<file path="config.mk">
export PLATFORM = sky130hd
export DESIGN_NAME = dds_chirp_and_bpsk_control
export DESIGN_NICKNAME = d
export VERILOG_FILES = /design/src/design/dds_sweep_pkg.sv /design/src/design/dds_chirp_and_bpsk_control.sv /design/src/design/ramp_step_timer.sv /design/src/design/update_tick_timer.sv
export SDC_FILE = /design/constraint.sdc
export NUM_CORES = 2
export LEC_CHECK = 0
export ABC_AREA = 1
export ABC_CLOCK_PERIOD_IN_PS = 5190
export BUFFER_PORTS_ARGS = -buffer_cell sky130_fd_sc_hd__buf_2
export CAP_MARGIN = 20
export CORE_ASPECT_RATIO = 0.5
export CORE_MARGIN = 2
export CORE_UTILIZATION = 45
export CTS_BUF_LIST = sky130_fd_sc_hd__clkbuf_2
export CTS_CLUSTER_DIAMETER = 200
export DETAILED_ROUTE_END_ITERATION = 10
export PLACE_DENSITY = 0.66
export SYNTH_ARGS = -nofsm -noshare
export SYNTH_HDL_FRONTEND = slang
export SYNTH_SLANG_ARGS = --single-unit
</file>
<file path="constraint.sdc">
create_clock -name clk -period 5.19 [get_ports clk]
set_clock_uncertainty 0.2 [all_clocks]
set_input_delay 1.038 -clock clk [delete_from_list [all_inputs] [get_ports clk]]
set_output_delay 1.038 -clock clk [all_outputs]
set_load 0.03 [all_outputs]
</file>
<file path="src/design/dds_sweep_pkg.sv">
// Constants, types and register map for the sweep and phase-keying control.
// Assumes one 200 MHz system clock and a byte-wide programming port.
package dds_sweep_pkg;

  // ----------------------------------------
  // Widths
  // ----------------------------------------
  localparam int unsigned FREQ_W = 48;
  localparam int unsigned PHASE_W = 14;
  localparam int unsigned INTERVAL_W = 20;
  localparam int unsigned UPDCNT_W = 32;

  // ----------------------------------------
  // Byte offsets, high byte first
  // ----------------------------------------
  localparam logic [5:0] OFS_PHASE1_HI = 6'h00;
  localparam logic [5:0] OFS_PHASE1_LO = 6'h01;
  localparam logic [5:0] OFS_PHASE2_HI = 6'h02;
  localparam logic [5:0] OFS_PHASE2_LO = 6'h03;
  localparam logic [5:0] OFS_START_HI = 6'h04;
  localparam logic [5:0] OFS_START_LO = 6'h09;
  localparam logic [5:0] OFS_STEP_HI = 6'h10;
  localparam logic [5:0] OFS_STEP_LO = 6'h15;
  localparam logic [5:0] OFS_UPDCNT_HI = 6'h16;
  localparam logic [5:0] OFS_UPDCNT_LO = 6'h19;
  localparam logic [5:0] OFS_INTERVAL_HI = 6'h1a;
  localparam logic [5:0] OFS_INTERVAL_LO = 6'h1c;
  localparam logic [5:0] OFS_CONTROL = 6'h1f;

  // ----------------------------------------
  // Control byte fields
  // ----------------------------------------
  localparam int unsigned CTL_INT_UPDATE_BIT = 0;
  localparam int unsigned CTL_BOTH_CLEAR_BIT = 1;
  localparam int unsigned CTL_FREQ_CLEAR_BIT = 2;
  localparam int unsigned CTL_MODE_LSB = 4;

  // Reset values: internal update on, single tone
  localparam logic [7:0] CONTROL_RESET = 8'h01;
  localparam logic [31:0] UPDCNT_RESET = 32'h0000_0000;

  // ----------------------------------------
  // Update strobe pin timing
  // ----------------------------------------
  localparam logic [2:0] UPD_HIGH_CYCLES = 3'h7; // Eight clocks high, counted 7..0
  localparam logic [31:0] UPD_MIN_COUNT = 32'h0000_0005;

  // Operating modes in the control byte
  typedef enum logic [1:0] {
    MODE_SINGLE = 2'h0,
    MODE_BPSK = 2'h1,
    MODE_SWEEP = 2'h2
  } mode_e;

  // Update strobe driver states, one-hot
  typedef enum logic [1:0] {
    PIN_IDLE = 2'b01,
    PIN_HIGH = 2'b10
  } pin_state_e;

  // One full set of programmable words
  typedef struct packed {
    logic [7:0] control;
    logic [FREQ_W-1:0] start_tuning_word;
    logic [FREQ_W-1:0] frequency_step_word;
    logic [INTERVAL_W-1:0] step_interval_count;
    logic [UPDCNT_W-1:0] update_count;
    logic [PHASE_W-1:0] phase_offset1;
    logic [PHASE_W-1:0] phase_offset2;
  } settings_s;

endpackage

</file>
<file path="src/design/dds_chirp_and_bpsk_control.sv">
// Sweep, clear and binary phase-keying control around the phase accumulator.
// Assumes a byte-wide programming port and pins synchronous to clk.
`timescale 1ns/1ps
module dds_chirp_and_bpsk_control
  import dds_sweep_pkg::*;
(
  // Clock and reset
  input wire logic clk,
  input wire logic resetn,
  // Programming port
  input wire logic [5:0] prog_addr,
  input wire logic [7:0] prog_wdata,
  input wire logic prog_wr,
  input wire logic prog_rd,
  output logic [7:0] prog_rdata_q,
  // Hold in sweep mode, data bit in keying mode
  input wire logic keying_pin,
  // Update strobe pin, two-way
  input wire logic update_strobe_pin_in,
  output logic update_strobe_pin_out_q,
  output logic update_strobe_pin_oe_n_q,
  // Synthesis core
  output logic [FREQ_W-1:0] freq_word_q,
  output logic [FREQ_W-1:0] phase_accumulator_q,
  output logic [PHASE_W-1:0] phase_out_q
);

  // ----------------------------------------
  // Declarations
  // ----------------------------------------
  settings_s buf_q; // Written by the host
  settings_s act_q; // Committed copy steering the core
  logic [FREQ_W-1:0] frequency_accumulator_q; // Sweep offset from start word
  logic upd_in_q; // Previous update pin level
  logic upd_tick; // Internal update pulse
  logic ext_rise; // External update edge
  logic upd_evt; // Commit event
  logic freq_clear_pulse; // One-clock frequency clear
  logic both_clear; // Combined clear held
  logic is_sweep; // Sweep mode active
  logic ramp_run; // Dwell counter enable
  logic step_pulse; // Step request from dwell counter
  logic signed [49:0] cand; // Next sweep frequency, widened
  logic in_band; // Candidate between dc and Nyquist
  logic [7:0] rd_byte; // Read mux output
  pin_state_e pin_state_q; // Update pin driver state
  logic [2:0] pin_cnt_q; // Clocks left in high time

  // Decoded control bits of the committed copy
  assign is_sweep = act_q.control[CTL_MODE_LSB +: 2] == MODE_SWEEP;
  assign both_clear = act_q.control[CTL_BOTH_CLEAR_BIT];
  assign ext_rise = update_strobe_pin_in && !upd_in_q;
  assign upd_evt = act_q.control[CTL_INT_UPDATE_BIT] ? upd_tick : ext_rise;
  // The clear one-shot fires on every commit that carries the bit
  assign freq_clear_pulse = upd_evt && buf_q.control[CTL_FREQ_CLEAR_BIT];
  assign ramp_run = is_sweep && !keying_pin && !both_clear;

  // ----------------------------------------
  // Host writes into the buffer copy
  // ----------------------------------------
  // Writes never touch the committed copy, so clears leave settings intact
  always_ff @(posedge clk or negedge resetn) begin
    if (!resetn) begin
      buf_q <= '0;
      buf_q.control <= CONTROL_RESET;
      buf_q.update_count <= UPDCNT_RESET;
    end else if (prog_wr) begin
      if (prog_addr >= OFS_START_HI && prog_addr <= OFS_START_LO) begin
        buf_q.start_tuning_word[8*(OFS_START_LO-prog_addr) +: 8] <= prog_wdata;
      end else if (prog_addr >= OFS_STEP_HI && prog_addr <= OFS_STEP_LO) begin
        buf_q.frequency_step_word[8*(OFS_STEP_LO-prog_addr) +: 8] <= prog_wdata;
      end else if (prog_addr >= OFS_UPDCNT_HI && prog_addr <= OFS_UPDCNT_LO) begin
        buf_q.update_count[8*(OFS_UPDCNT_LO-prog_addr) +: 8] <= prog_wdata;
      end else if (prog_addr == OFS_INTERVAL_HI) begin
        buf_q.step_interval_count[19:16] <= prog_wdata[3:0];
      end else if (prog_addr > OFS_INTERVAL_HI && prog_addr <= OFS_INTERVAL_LO) begin
        buf_q.step_interval_count[8*(OFS_INTERVAL_LO-prog_addr) +: 8] <= prog_wdata;
      end else if (prog_addr == OFS_PHASE1_HI) begin
        buf_q.phase_offset1[13:8] <= prog_wdata[5:0];
      end else if (prog_addr == OFS_PHASE1_LO) begin
        buf_q.phase_offset1[7:0] <= prog_wdata;
      end else if (prog_addr == OFS_PHASE2_HI) begin
        buf_q.phase_offset2[13:8] <= prog_wdata[5:0];
      end else if (prog_addr == OFS_PHASE2_LO) begin
        buf_q.phase_offset2[7:0] <= prog_wdata;
      end else if (prog_addr == OFS_CONTROL) begin
        buf_q.control <= prog_wdata;
      end
    end
  end

  // ----------------------------------------
  // Read mux over the buffer copy
  // ----------------------------------------
  always_comb begin
    rd_byte = 8'h00;
    if (prog_addr >= OFS_START_HI && prog_addr <= OFS_START_LO) begin
      rd_byte = buf_q.start_tuning_word[8*(OFS_START_LO-prog_addr) +: 8];
    end else if (prog_addr >= OFS_STEP_HI && prog_addr <= OFS_STEP_LO) begin
      rd_byte = buf_q.frequency_step_word[8*(OFS_STEP_LO-prog_addr) +: 8];
    end else if (prog_addr >= OFS_UPDCNT_HI && prog_addr <= OFS_UPDCNT_LO) begin
      rd_byte = buf_q.update_count[8*(OFS_UPDCNT_LO-prog_addr) +: 8];
    end else if (prog_addr == OFS_INTERVAL_HI) begin
      rd_byte = {4'h0, buf_q.step_interval_count[19:16]};
    end else if (prog_addr > OFS_INTERVAL_HI && prog_addr <= OFS_INTERVAL_LO) begin
      rd_byte = buf_q.step_interval_count[8*(OFS_INTERVAL_LO-prog_addr) +: 8];
    end else if (prog_addr == OFS_PHASE1_HI) begin
      rd_byte = {2'h0, buf_q.phase_offset1[13:8]};
    end else if (prog_addr == OFS_PHASE1_LO) begin
      rd_byte = buf_q.phase_offset1[7:0];
    end else if (prog_addr == OFS_PHASE2_HI) begin
      rd_byte = {2'h0, buf_q.phase_offset2[13:8]};
    end else if (prog_addr == OFS_PHASE2_LO) begin
      rd_byte = buf_q.phase_offset2[7:0];
    end else if (prog_addr == OFS_CONTROL) begin
      rd_byte = buf_q.control;
    end
  end

  // Registered read data, held between reads
  always_ff @(posedge clk or negedge resetn) begin
    if (!resetn) begin
      prog_rdata_q <= 8'h00;
    end else if (prog_rd) begin
      prog_rdata_q <= rd_byte;
    end
  end

  // ----------------------------------------
  // Commit on update
  // ----------------------------------------
  always_ff @(posedge clk or negedge resetn) begin
    if (!resetn) begin
      act_q <= '0;
      act_q.control <= CONTROL_RESET;
      act_q.update_count <= UPDCNT_RESET;
    end else if (upd_evt) begin
      act_q <= buf_q;
    end
  end

  // External edge detector; pin is taken as synchronous
  always_ff @(posedge clk or negedge resetn) begin
    if (!resetn) begin
      upd_in_q <= 1'b0;
    end else begin
      upd_in_q <= update_strobe_pin_in;
    end
  end

  // ----------------------------------------
  // Timers
  // ----------------------------------------
  update_tick_timer #(.W(UPDCNT_W)) u_update_timer (
    .clk(clk),
    .resetn(resetn),
    .run(act_q.control[CTL_INT_UPDATE_BIT]),
    .reload_value(act_q.update_count),
    .tick_q(upd_tick)
  );

  // Restart only on a clear so an update alone lets the dwell finish
  ramp_step_timer #(.W(INTERVAL_W)) u_ramp_timer (
    .clk(clk),
    .resetn(resetn),
    .run(ramp_run),
    .restart(freq_clear_pulse || both_clear),
    .reload_value(act_q.step_interval_count),
    .step_q(step_pulse)
  );

  // ----------------------------------------
  // Frequency accumulator
  // ----------------------------------------
  // Sign-extended sum; the sign bit of the step sets the direction
  always_comb begin
    cand = $signed({2'b00, act_q.start_tuning_word})
      + $signed({{2{frequency_accumulator_q[47]}}, frequency_accumulator_q})
      + $signed({{2{act_q.frequency_step_word[47]}}, act_q.frequency_step_word});
    in_band = !cand[49] && cand[48:47] == 2'b00;
  end

  // A step that would leave dc..Nyquist is dropped, freezing at the edge
  always_ff @(posedge clk or negedge resetn) begin
    if (!resetn) begin
      frequency_accumulator_q <= '0;
    end else if (both_clear || freq_clear_pulse) begin
      frequency_accumulator_q <= '0;
    end else if (step_pulse && ramp_run && in_band) begin
      frequency_accumulator_q <= cand[47:0] - act_q.start_tuning_word;
    end
  end

  // ----------------------------------------
  // Tuning word, phase accumulator and offset
  // ----------------------------------------
  always_ff @(posedge clk or negedge resetn) begin
    if (!resetn) begin
      freq_word_q <= '0;
    end else if (both_clear) begin
      freq_word_q <= '0;
    end else if (is_sweep) begin
      freq_word_q <= act_q.start_tuning_word + frequency_accumulator_q;
    end else begin
      freq_word_q <= act_q.start_tuning_word;
    end
  end

  always_ff @(posedge clk or negedge resetn) begin
    if (!resetn) begin
      phase_accumulator_q <= '0;
    end else if (both_clear) begin
      phase_accumulator_q <= '0;
    end else begin
      phase_accumulator_q <= phase_accumulator_q + freq_word_q;
    end
  end

  // One phase word out; keying mode with the data pin high adds offset two, else offset one
  always_ff @(posedge clk or negedge resetn) begin
    if (!resetn) begin
      phase_out_q <= '0;
    end else if (act_q.control[CTL_MODE_LSB +: 2] == MODE_BPSK && keying_pin) begin
      phase_out_q <= phase_accumulator_q[47:34] + act_q.phase_offset2;
    end else begin
      phase_out_q <= phase_accumulator_q[47:34] + act_q.phase_offset1;
    end
  end

  // ----------------------------------------
  // Update strobe pin driver
  // ----------------------------------------
  // Short update periods leave the pin high; it then no longer marks commits
  always_ff @(posedge clk or negedge resetn) begin
    if (!resetn) begin
      pin_state_q <= PIN_IDLE;
      pin_cnt_q <= 3'h0;
      update_strobe_pin_out_q <= 1'b0;
      update_strobe_pin_oe_n_q <= 1'b1;
    end else begin
      update_strobe_pin_oe_n_q <= !act_q.control[CTL_INT_UPDATE_BIT];
      case (pin_state_q)
        PIN_IDLE: begin
          if (upd_tick) begin
            pin_state_q <= PIN_HIGH;
            pin_cnt_q <= UPD_HIGH_CYCLES;
            update_strobe_pin_out_q <= 1'b1;
          end
        end
        PIN_HIGH: begin
          if (upd_tick) begin
            pin_cnt_q <= UPD_HIGH_CYCLES;
          end else if (pin_cnt_q != 3'h0) begin
            pin_cnt_q <= pin_cnt_q - 3'h1;
          end else if (act_q.update_count >= UPD_MIN_COUNT) begin
            pin_state_q <= PIN_IDLE;
            update_strobe_pin_out_q <= 1'b0;
          end
        end
        default: begin
          pin_state_q <= PIN_IDLE;
          update_strobe_pin_out_q <= 1'b0;
        end
      endcase
    end
  end

  // ----------------------------------------
  // Checks
  // ----------------------------------------
  a_commit_on_update: assert property (@(posedge clk) disable iff (!resetn)
    !upd_evt |=> act_q == $past(act_q))
    else $error("settings changed without an update");

  a_both_clear_zero: assert property (@(posedge clk) disable iff (!resetn)
    both_clear ##1 both_clear |-> freq_word_q == '0 && phase_accumulator_q == '0)
    else $error("combined clear did not hold accumulators at zero");

  a_clear_keeps_step: assert property (@(posedge clk) disable iff (!resetn)
    freq_clear_pulse |=> frequency_accumulator_q == '0
      && act_q.frequency_step_word == $past(buf_q.frequency_step_word))
    else $error("frequency clear failed or disturbed step word");

  a_hold_freezes: assert property (@(posedge clk) disable iff (!resetn)
    is_sweep && keying_pin && !upd_evt && !both_clear ##1 keying_pin
      |-> $stable(frequency_accumulator_q))
    else $error("sweep moved during hold");

  a_zero_step_still: assert property (@(posedge clk) disable iff (!resetn)
    act_q.frequency_step_word == '0 && !freq_clear_pulse && !both_clear
      |=> $stable(frequency_accumulator_q))
    else $error("zero step word changed the frequency");

  a_pin_high_eight: assert property (@(posedge clk) disable iff (!resetn)
    $rose(update_strobe_pin_out_q) |-> update_strobe_pin_out_q[*8])
    else $error("update pin high time shorter than eight clocks");

  // A step leaving dc..Nyquist must be dropped, so the sweep parks at the edge
  a_sweep_in_band: assert property (@(posedge clk) disable iff (!resetn)
    step_pulse && !in_band && !freq_clear_pulse && !both_clear
      |=> $stable(frequency_accumulator_q))
    else $error("sweep stepped outside the dc to Nyquist band");

endmodule

</file>
<file path="src/design/ramp_step_timer.sv">
// Dwell countdown that paces frequency steps.
// Assumes the reload value is stable apart from update commits.
`timescale 1ns/1ps
module ramp_step_timer
  import dds_sweep_pkg::*;
#(
  parameter int unsigned W = INTERVAL_W
) (
  // Clock and reset
  input wire logic clk,
  input wire logic resetn,
  // Control
  input wire logic run,
  input wire logic restart,
  input wire logic [W-1:0] reload_value,
  // Step pulse
  output logic step_q
);

  logic [W-1:0] count_q; // Remaining dwell clocks

  // ----------------------------------------
  // Countdown
  // ----------------------------------------
  // New count taken at zero or on restart, so a hold never cuts a dwell short
  always_ff @(posedge clk or negedge resetn) begin
    if (!resetn) begin
      count_q <= '0;
      step_q <= 1'b0;
    end else if (restart) begin
      count_q <= reload_value;
      step_q <= 1'b0;
    end else if (run) begin
      if (count_q == '0) begin
        count_q <= reload_value;
        step_q <= 1'b1;
      end else begin
        count_q <= count_q - 1'b1;
        step_q <= 1'b0;
      end
    end else begin
      step_q <= 1'b0;
    end
  end

  // A step is never issued while stopped
  a_step_needs_run: assert property (@(posedge clk) disable iff (!resetn)
    step_q |-> $past(run) && !$past(restart))
    else $error("step pulse without running dwell counter");

  // Countdown reloads in the same clock as each step
  a_reload_at_step: assert property (@(posedge clk) disable iff (!resetn)
    step_q |-> count_q == $past(reload_value))
    else $error("dwell counter not reloaded at step");

endmodule

</file>
<file path="src/design/update_tick_timer.sv">
// Internal update countdown run at half the system clock rate.
// Assumes the reload value only changes at an update commit.
`timescale 1ns/1ps
module update_tick_timer
  import dds_sweep_pkg::*;
#(
  parameter int unsigned W = UPDCNT_W
) (
  // Clock and reset
  input wire logic clk,
  input wire logic resetn,
  // Control
  input wire logic run,
  input wire logic [W-1:0] reload_value,
  // Update tick
  output logic tick_q
);

  logic half_q; // Half-rate enable
  logic [W-1:0] count_q; // Remaining half-rate periods

  // ----------------------------------------
  // Half-rate enable
  // ----------------------------------------
  always_ff @(posedge clk or negedge resetn) begin
    if (!resetn) begin
      half_q <= 1'b0;
    end else begin
      half_q <= run ? ~half_q : 1'b0;
    end
  end

  // ----------------------------------------
  // Countdown, one tick every (N+1)*2 clocks
  // ----------------------------------------
  always_ff @(posedge clk or negedge resetn) begin
    if (!resetn) begin
      count_q <= '0;
      tick_q <= 1'b0;
    end else if (run && half_q) begin
      if (count_q == '0) begin
        count_q <= reload_value;
        tick_q <= 1'b1;
      end else begin
        count_q <= count_q - 1'b1;
        tick_q <= 1'b0;
      end
    end else begin
      tick_q <= 1'b0;
    end
  end

  // Ticks are at least two clocks apart
  a_tick_spacing: assert property (@(posedge clk) disable iff (!resetn)
    tick_q |=> !tick_q)
    else $error("update ticks closer than two clocks");

endmodule

</file>
Word-level counts from Yosys, hierarchy flattened. Index checks and enable logic that the tools add are counted.

Register bits after elaboration: 595. Output and inout port bits: 120. Input port bits: 20.

Reduce and logical (&&, ||, !) cells: 40. Equality and inequality tests: 14. Order comparisons: 9. Shift operators: 12. Mux-type cells: 47. Add/subtract/negate cells: 18. Bitwise logic cells: 10.

Operators by type and width (number): $mux 48 (5); $neg 32->34 (4); $add 48x48->48 (2); $bwmux 48 (2); $shift 8x34->48 const A (2); $shiftx 48x33->8 (2); $shiftx 8x34->48 (2); $mux 20 (4); $mux 8 (10); $add 49x48->50 (1); $add 50x48->50 (1); $sub 48x48->48 (1); $shift 8x34->20 const A (1); $shift 8x34->32 const A (1); $shiftx 8x34->20 (1); $shiftx 8x34->32 (1); $shiftx 20x33->8 (1); $shiftx 32x33->8 (1); $bwmux 32 (1); $ge 32x3->1 const B (1); $logic_not 32->1 (1); $mux 32 (1); $sub 32x1->32 const B (1); $add 14x14->14 (2); other kinds (45) (101).

Depth between registers and ports, before layout.
Depth after elaboration: 11. Depth in mapped cells: 31. Depth with buffers taken out: 31.

Hierarchy. A second synthesis with hierarchy kept.

Cells, all modules: 6129. Area, all modules: 42664.7 um^2.

By module, submodules not included: dds_chirp_and_bpsk_control (cells each 5399, instances 1, area an instance 38291.7 um^2, seq. area each 13442.9 um^2); update_tick_timer (cells each 457, instances 1, area an instance 2705.1 um^2, seq. area each 850.8 um^2); ramp_step_timer (cells each 273, instances 1, area an instance 1667.8 um^2, seq. area each 525.5 um^2).

Worst setup path after synthesis. Ideal clock, no wire load.

Path type: input to register. From: input prog_addr[0]. To: register buf_q[72] (netlist bit). Arrival time: 4.572 ns. Buffers on the path: 5. Required time: 4.864 ns. Slack: 0.292 ns. Cell stages on the path: 23. Library setup time: 0.126 ns. Cells stage by stage: inv_2 > clkbuf_1 > clkbuf_1 > clkbuf_1 > ha_1 > buf_2 > nor2_4 > nand3_1 > nand3b_1 > nor2_1 > nand2_2 > ha_1 > nor2_1 > nand2_1 > nor2_1 > nand2_1 > nor2_1 > nand3_1 > nor2_2 > nand2_2 > nor3_4 > buf_6 > o21ai_0.

Longest elaborated chain between the ends: 4. Elaborated cells between the ends (all ways): 23.

RTL lines: start: declaration (line dds_chirp_and_bpsk_control.sv:11) `input wire logic [5:0] prog_addr,`; $sub 5x6->7 (tied with other cells) (line dds_chirp_and_bpsk_control.sv:77) `buf_q.step_interval_count[8*(OFS_INTERVAL_LO-prog_addr) +: 8] <= prog_wdata;`; $neg 32->34 (tied with other cells) (line dds_chirp_and_bpsk_control.sv:77); $shiftx 8x34->20 (tied with other cells) (line dds_chirp_and_bpsk_control.sv:77); $bwmux 20 or $reduce_and 6->1 (tied branches); end: declaration (line dds_chirp_and_bpsk_control.sv:31) `settings_s buf_q;`.

Several ways; a longest one is shown, not always the timed one. A chain may end at the register's enable or synchronous reset.

Worst setup path after layout.
From: register frequency_accumulator_q[26]. To: register frequency_accumulator_q[37].

Longest elaborated chain between the ends: 6. Elaborated cells between the ends (all ways): 10.

RTL lines: start: declaration (line dds_chirp_and_bpsk_control.sv:33) `logic [FREQ_W-1:0] frequency_accumulator_q;`; start signal: assignment (line dds_chirp_and_bpsk_control.sv:190) `frequency_accumulator_q <= cand[47:0] - act_q.start_tuning_word;`; $add 49x48->50 * (line dds_chirp_and_bpsk_control.sv:178) `+ $signed({{2{frequency_accumulator_q[47]}}, frequency_accumulator_q})`; $add 50x48->50 * (line dds_chirp_and_bpsk_control.sv:179) `+ $signed({{2{act_q.frequency_step_word[47]}}, act_q.frequency_step_word});`; branches (longest 4 deep; another with $sub 48x48->48).

Every way passes the cells marked *. The select of a mux whose other input is x is not followed.

==> impl_metrics.prom <==
# TYPE chip_impl_metric gauge
chip_impl_info{name="status",value="completed"} 1
chip_impl_metric{name="clock_sink_count",unit=""} 592
chip_impl_metric{name="powerDensity",unit="nW/um^2"} 567
chip_impl_metric{name="r2r_cells",unit=""} 21
chip_impl_info{name="final_common_cell",value="sky130_fd_sc_hd__nand2_1"} 1
chip_impl_metric{name="post_route_setup_tns",unit="ps"} 0
chip_impl_metric{name="clk_latency",unit="ps"} 1740
chip_impl_metric{name="die_width",unit="um"} 435
chip_impl_metric{name="globalplace.congestion",unit=""} 1.04
chip_impl_metric{name="timing.slew.headroom",unit=""} 0.195
chip_impl_metric{name="final_hold_viol_count",unit=""} 0
chip_impl_metric{name="routed_via_count",unit=""} 43200
chip_impl_metric{name="async_reset_ff_frac",unit=""} 1.00
chip_impl_metric{name="io-pin-count",unit=""} 140
chip_impl_metric{name="layoutNonFillerInstCount",unit=""} 7559
chip_impl_metric{name="hold_ws",unit="ps"} 153
chip_impl_metric{name="global_route_wire_length_before_repair",unit="um"} 263000
chip_impl_metric{name="drt-wirelength-per-cell",unit="um"} 23.5
chip_impl_info{name="hp-start",value="prog_wdata[3]"} 1
chip_impl_metric{name="final.min_clock_period",unit="ps"} 4940
chip_impl_info{name="cpMaxStageDelayCell",value="sky130_fd_sc_hd__dfrtp_1"} 1
chip_impl_metric{name="timing.hold.worst_path_depth",unit=""} 4
chip_impl_metric{name="required",unit="ps"} 6380
chip_impl_metric{name="first_global_vias",unit=""} 41600
chip_impl_metric{name="critPathArrivalTime",unit="ps"} 6130
chip_impl_metric{name="max_clock_freq",unit="MHz"} 202
chip_impl_metric{name="grt_start_max_net_pins",unit=""} 214
chip_impl_info{name="synth_ff_type",value="sky130_fd_sc_hd__dfrtp_1"} 1
chip_impl_info{name="cts_tree",value="yes"} 1
chip_impl_metric{name="setup-violations-final",unit=""} 0
chip_impl_info{name="worst_hold_path.endpoint",value="buf_q[83]$_DFFE_PN0P_"} 1
chip_impl_metric{name="seq_area_frac_synth",unit=""} 0.354
chip_impl_info{name="worst-setup-path-type",value="register to register"} 1
chip_impl_metric{name="critical_path.n_buffers_inverters",unit=""} 6
chip_impl_metric{name="post_synthesis_area_per_instance",unit="sq um"} 7.13
chip_impl_metric{name="filler_cell_count",unit=""} 9289
chip_impl_metric{name="dieHeight",unit="um"} 220
chip_impl_metric{name="ys_types",unit=""} 61
chip_impl_info{name="worst_path_cell_chain",value="fa_1 > ha_1 > nand2_1 > nor2_1 > inv_1 > nor3_1 > buf_4 > nand3_1 > buf_4 > nand3_1 > buf_4 > xor2_1 > ha_1 > a21oi_1 > buf_4 > o21ai_0 > a21oi_1 > buf_4 > nand2_1 > xnor2_1 > o21ai_0"} 1
chip_impl_info{name="hp-class",value="input port to register"} 1
chip_impl_info{name="critical_path.startpoint_type",value="register"} 1
chip_impl_metric{name="postPlaceCellArea",unit="sq um"} 45000
chip_impl_metric{name="fp-row-count",unit=""} 78
chip_impl_metric{name="max_stage_delay",unit="ps"} 520
chip_impl_metric{name="flow.area_growth_from_synthesis",unit="%"} 11.9
chip_impl_info{name="worstReg2RegStart",value="frequency_accumulator_q[26]$_DFFE_PN0P_"} 1
chip_impl_metric{name="yosysWarningCount",unit=""} 0
chip_impl_metric{name="vdd_ir_drop_max",unit="uV"} 522
chip_impl_metric{name="drt_drc_violations_left",unit=""} 0
chip_impl_metric{name="final_net_count",unit=""} 6540
chip_impl_metric{name="leakage",unit="nW"} 23.3
chip_impl_metric{name="worstMarginPinSlew",unit="ps"} 1210
chip_impl_info{name="cts.root.buffer_cell",value="sky130_fd_sc_hd__clkbuf_2"} 1
chip_impl_metric{name="core-area",unit="sq um"} 91300
chip_impl_metric{name="worstPathMaxFanout",unit=""} 4
chip_impl_metric{name="hpwl",unit="um"} 141000
chip_impl_metric{name="grt_antenna_before_repair",unit=""} 6
chip_impl_metric{name="via_per_inst",unit=""} 5.72
chip_impl_metric{name="seq_cells_post_synth",unit=""} 592
chip_impl_metric{name="slew_viol_final",unit=""} 0
chip_impl_metric{name="groute.usage.overall",unit=""} 0.370
chip_impl_metric{name="postRouteAntennaNets",unit=""} 0
chip_impl_metric{name="synthesis.nets",unit=""} 6187
chip_impl_metric{name="cap_violations",unit=""} 0
chip_impl_metric{name="grt_overflow",unit=""} 0
chip_impl_metric{name="netlist_instances",unit=""} 5862
chip_impl_info{name="reg2reg_to",value="frequency_accumulator_q[37]$_DFFE_PN0P_"} 1
chip_impl_metric{name="cts-buffers-inserted",unit=""} 146
chip_impl_metric{name="min_period_over_period",unit=""} 0.952
chip_impl_metric{name="placed_cells_incl_taps",unit=""} 7277
chip_impl_metric{name="detailedRoute.firstIterationViolations",unit=""} 4741
chip_impl_metric{name="fp.dieArea",unit="sq um"} 95500
chip_impl_metric{name="reg2reg_setup_slack",unit="ps"} 250
chip_impl_metric{name="clkTransAtPathRegs",unit="ps"} 160
chip_impl_metric{name="cts_max_path_buffers",unit=""} 3
chip_impl_metric{name="detail_route.first_pass.iterations",unit=""} 8
chip_impl_info{name="path_common_cell",value="sky130_fd_sc_hd__buf_4"} 1
chip_impl_metric{name="edff_count_synth",unit=""} 0
chip_impl_metric{name="ratio_of_cells_with_drive_above_1_in_the_final_layout",unit=""} 0.110
chip_impl_metric{name="stdcell_area",unit="sq um"} 46800
chip_impl_info{name="critical_path.top_delay_family",value="adder cells"} 1
chip_impl_info{name="commonest_non_fill_non_tap_cells_in_the_layout",value="sky130_fd_sc_hd__nand2_1 (1,493), sky130_fd_sc_hd__inv_1 (682), sky130_fd_sc_hd__o21ai_0 (665)"} 1
chip_impl_metric{name="initial_cell_density_of_the_core",unit=""} 0.458
chip_impl_metric{name="portBuffers",unit=""} 139
chip_impl_info{name="timing.critical_path.to_type",value="register"} 1
chip_impl_metric{name="h-tree-depth",unit=""} 4
chip_impl_metric{name="post_synth_instance_area",unit="sq um"} 41800
chip_impl_metric{name="routed_wirelength",unit="um"} 178000
## per-layer routing
layer	global-route usage	part of all wire	vias up
li1	-	-	20100
met1	0.510	0.44	20700
met2	0.552	0.42	2029
met3	0.0954	0.10	381
met4	0.153	0.042	0
met5	0	0	-
## kinds of logic after synthesis
kind of cell / count (synthesis) / share of synthesized area
flip-flops: 592 / 0.354
AND/OR/NAND/NOR: 2587 / 0.257
multiplexers: 3 / 0.000748
adder cells (fa/ha/maj): 305 / 0.101
AO/OA/AOI/OAI: 1382 / 0.179
XOR/XNOR: 140 / 0.0293
buffers and inverters: 853 / 0.0787
## sequential cells by signal (all words and copies together), names as in the netlist, 3 cells and up
| name | cells |
|---|---|
| act_q | 180 |
| buf_q | 184 |
| freq_word_q | 48 |
| frequency_accumulator_q | 48 |
| phase_accumulator_q | 48 |
| phase_out_q | 14 |
| pin_cnt_q | 3 |
| prog_rdata_q | 8 |
| u_ramp_timer.count_q | 20 |
| u_update_timer.count_q | 32 |
## report_power, final
group          internal, mW  switching (mW)
logic                  5.16            11.3
registers              5.53            1.07
clock network          1.25            2.24
## synth_stat cells, drive strengths merged, types with 34 or more instances
| library cell | n | area (sq um) |
|---|---|---|
| dfrtp | 588 | 14700 |
| nand2 | 1520 | 5780 |
| nand3 | 232 | 1190 |
| o21ai | 748 | 3810 |
| xnor2 | 45 | 394 |
| xor2 | 95 | 832 |
| nor3 | 95 | 512 |
| ha | 251 | 3140 |
| nor4 | 34 | 213 |
| inv | 701 | 2630 |
| nand4 | 72 | 469 |
| buf | 43 | 249 |
| a21oi | 434 | 2170 |
| fa | 54 | 1080 |
| nor2 | 594 | 2330 |
| clkbuf | 107 | 404 |
## worst reg2reg max path, stage by stage (launching register included)
cell                      delay [ps]
sky130_fd_sc_hd__dfrtp_1         520
sky130_fd_sc_hd__fa_1            470
sky130_fd_sc_hd__ha_1            310
sky130_fd_sc_hd__nand2_1          80
sky130_fd_sc_hd__nor2_1          220
sky130_fd_sc_hd__inv_1           110
sky130_fd_sc_hd__nor3_1          220
sky130_fd_sc_hd__buf_4           170
sky130_fd_sc_hd__nand3_1         100
sky130_fd_sc_hd__buf_4           170
sky130_fd_sc_hd__nand3_1         150
sky130_fd_sc_hd__buf_4           140
sky130_fd_sc_hd__xor2_1          200
sky130_fd_sc_hd__ha_1            320
sky130_fd_sc_hd__a21oi_1         230
sky130_fd_sc_hd__buf_4           140
sky130_fd_sc_hd__o21ai_0         100
sky130_fd_sc_hd__a21oi_1         300
sky130_fd_sc_hd__buf_4           170
sky130_fd_sc_hd__nand2_1          60
sky130_fd_sc_hd__xnor2_1         130
sky130_fd_sc_hd__o21ai_0          90
## layout make-up
type	instances	area (sq um)	share of cell area
well taps	1240	1550	0.0332
clock buffers	198	991	0.0212
inverters	703	2640	0.0565
repair buffers	355	2540	0.0544
multi-input cells	4417	23900	0.511
diodes	9	22.5	0.000482
clock inverters	45	320	0.00685
flip-flops and latches	592	14800	0.317
## timing repair
action                     4_1_cts  5_1_grt
setup endpoints to repair        0       13
hold endpoints to repair       793        0
hold buffers                    28        0
buffers inserted                 0        2
resized for setup                0       45
## how the worst max path moves through the flow
stage,from,to,slack [ps],depth (start not counted)
final,frequency_accumulator_q[26]$_DFFE_PN0P_,frequency_accumulator_q[37]$_DFFE_PN0P_,250,21
after global routing,act_q[81]$_DFFE_PN0P_,frequency_accumulator_q[44]$_DFFE_PN0P_,-0.8,28
after CTS,act_q[135]$_DFFE_PN0P_,frequency_accumulator_q[41]$_DFFE_PN0P_,50,23
after detailed placement,act_q[133]$_DFFE_PN0P_,frequency_accumulator_q[41]$_DFFE_PN0P_,120,24
after global placement,act_q[133]$_DFFE_PN0P_,frequency_accumulator_q[41]$_DFFE_PN0P_,170,23
after floorplan,prog_addr[0],buf_q[72]$_DFFE_PN0P_,290,23
## through the flow
| step | setup slack (ps) | utilization | power (mW) |
|---|---|---|---|
| after floorplan | 292 | - | 16.3 |
| after detailed placement | 122 | 0.492 | 22.4 |
| after CTS | 46.0 | 0.510 | 25.9 |
| after global placement | 175 | 0.492 | 22.3 |
| final | 250 | 0.512 | 26.5 |
| after global routing | -0.788 | 0.512 | 28.3 |
(Power assumes the default switching activity.)
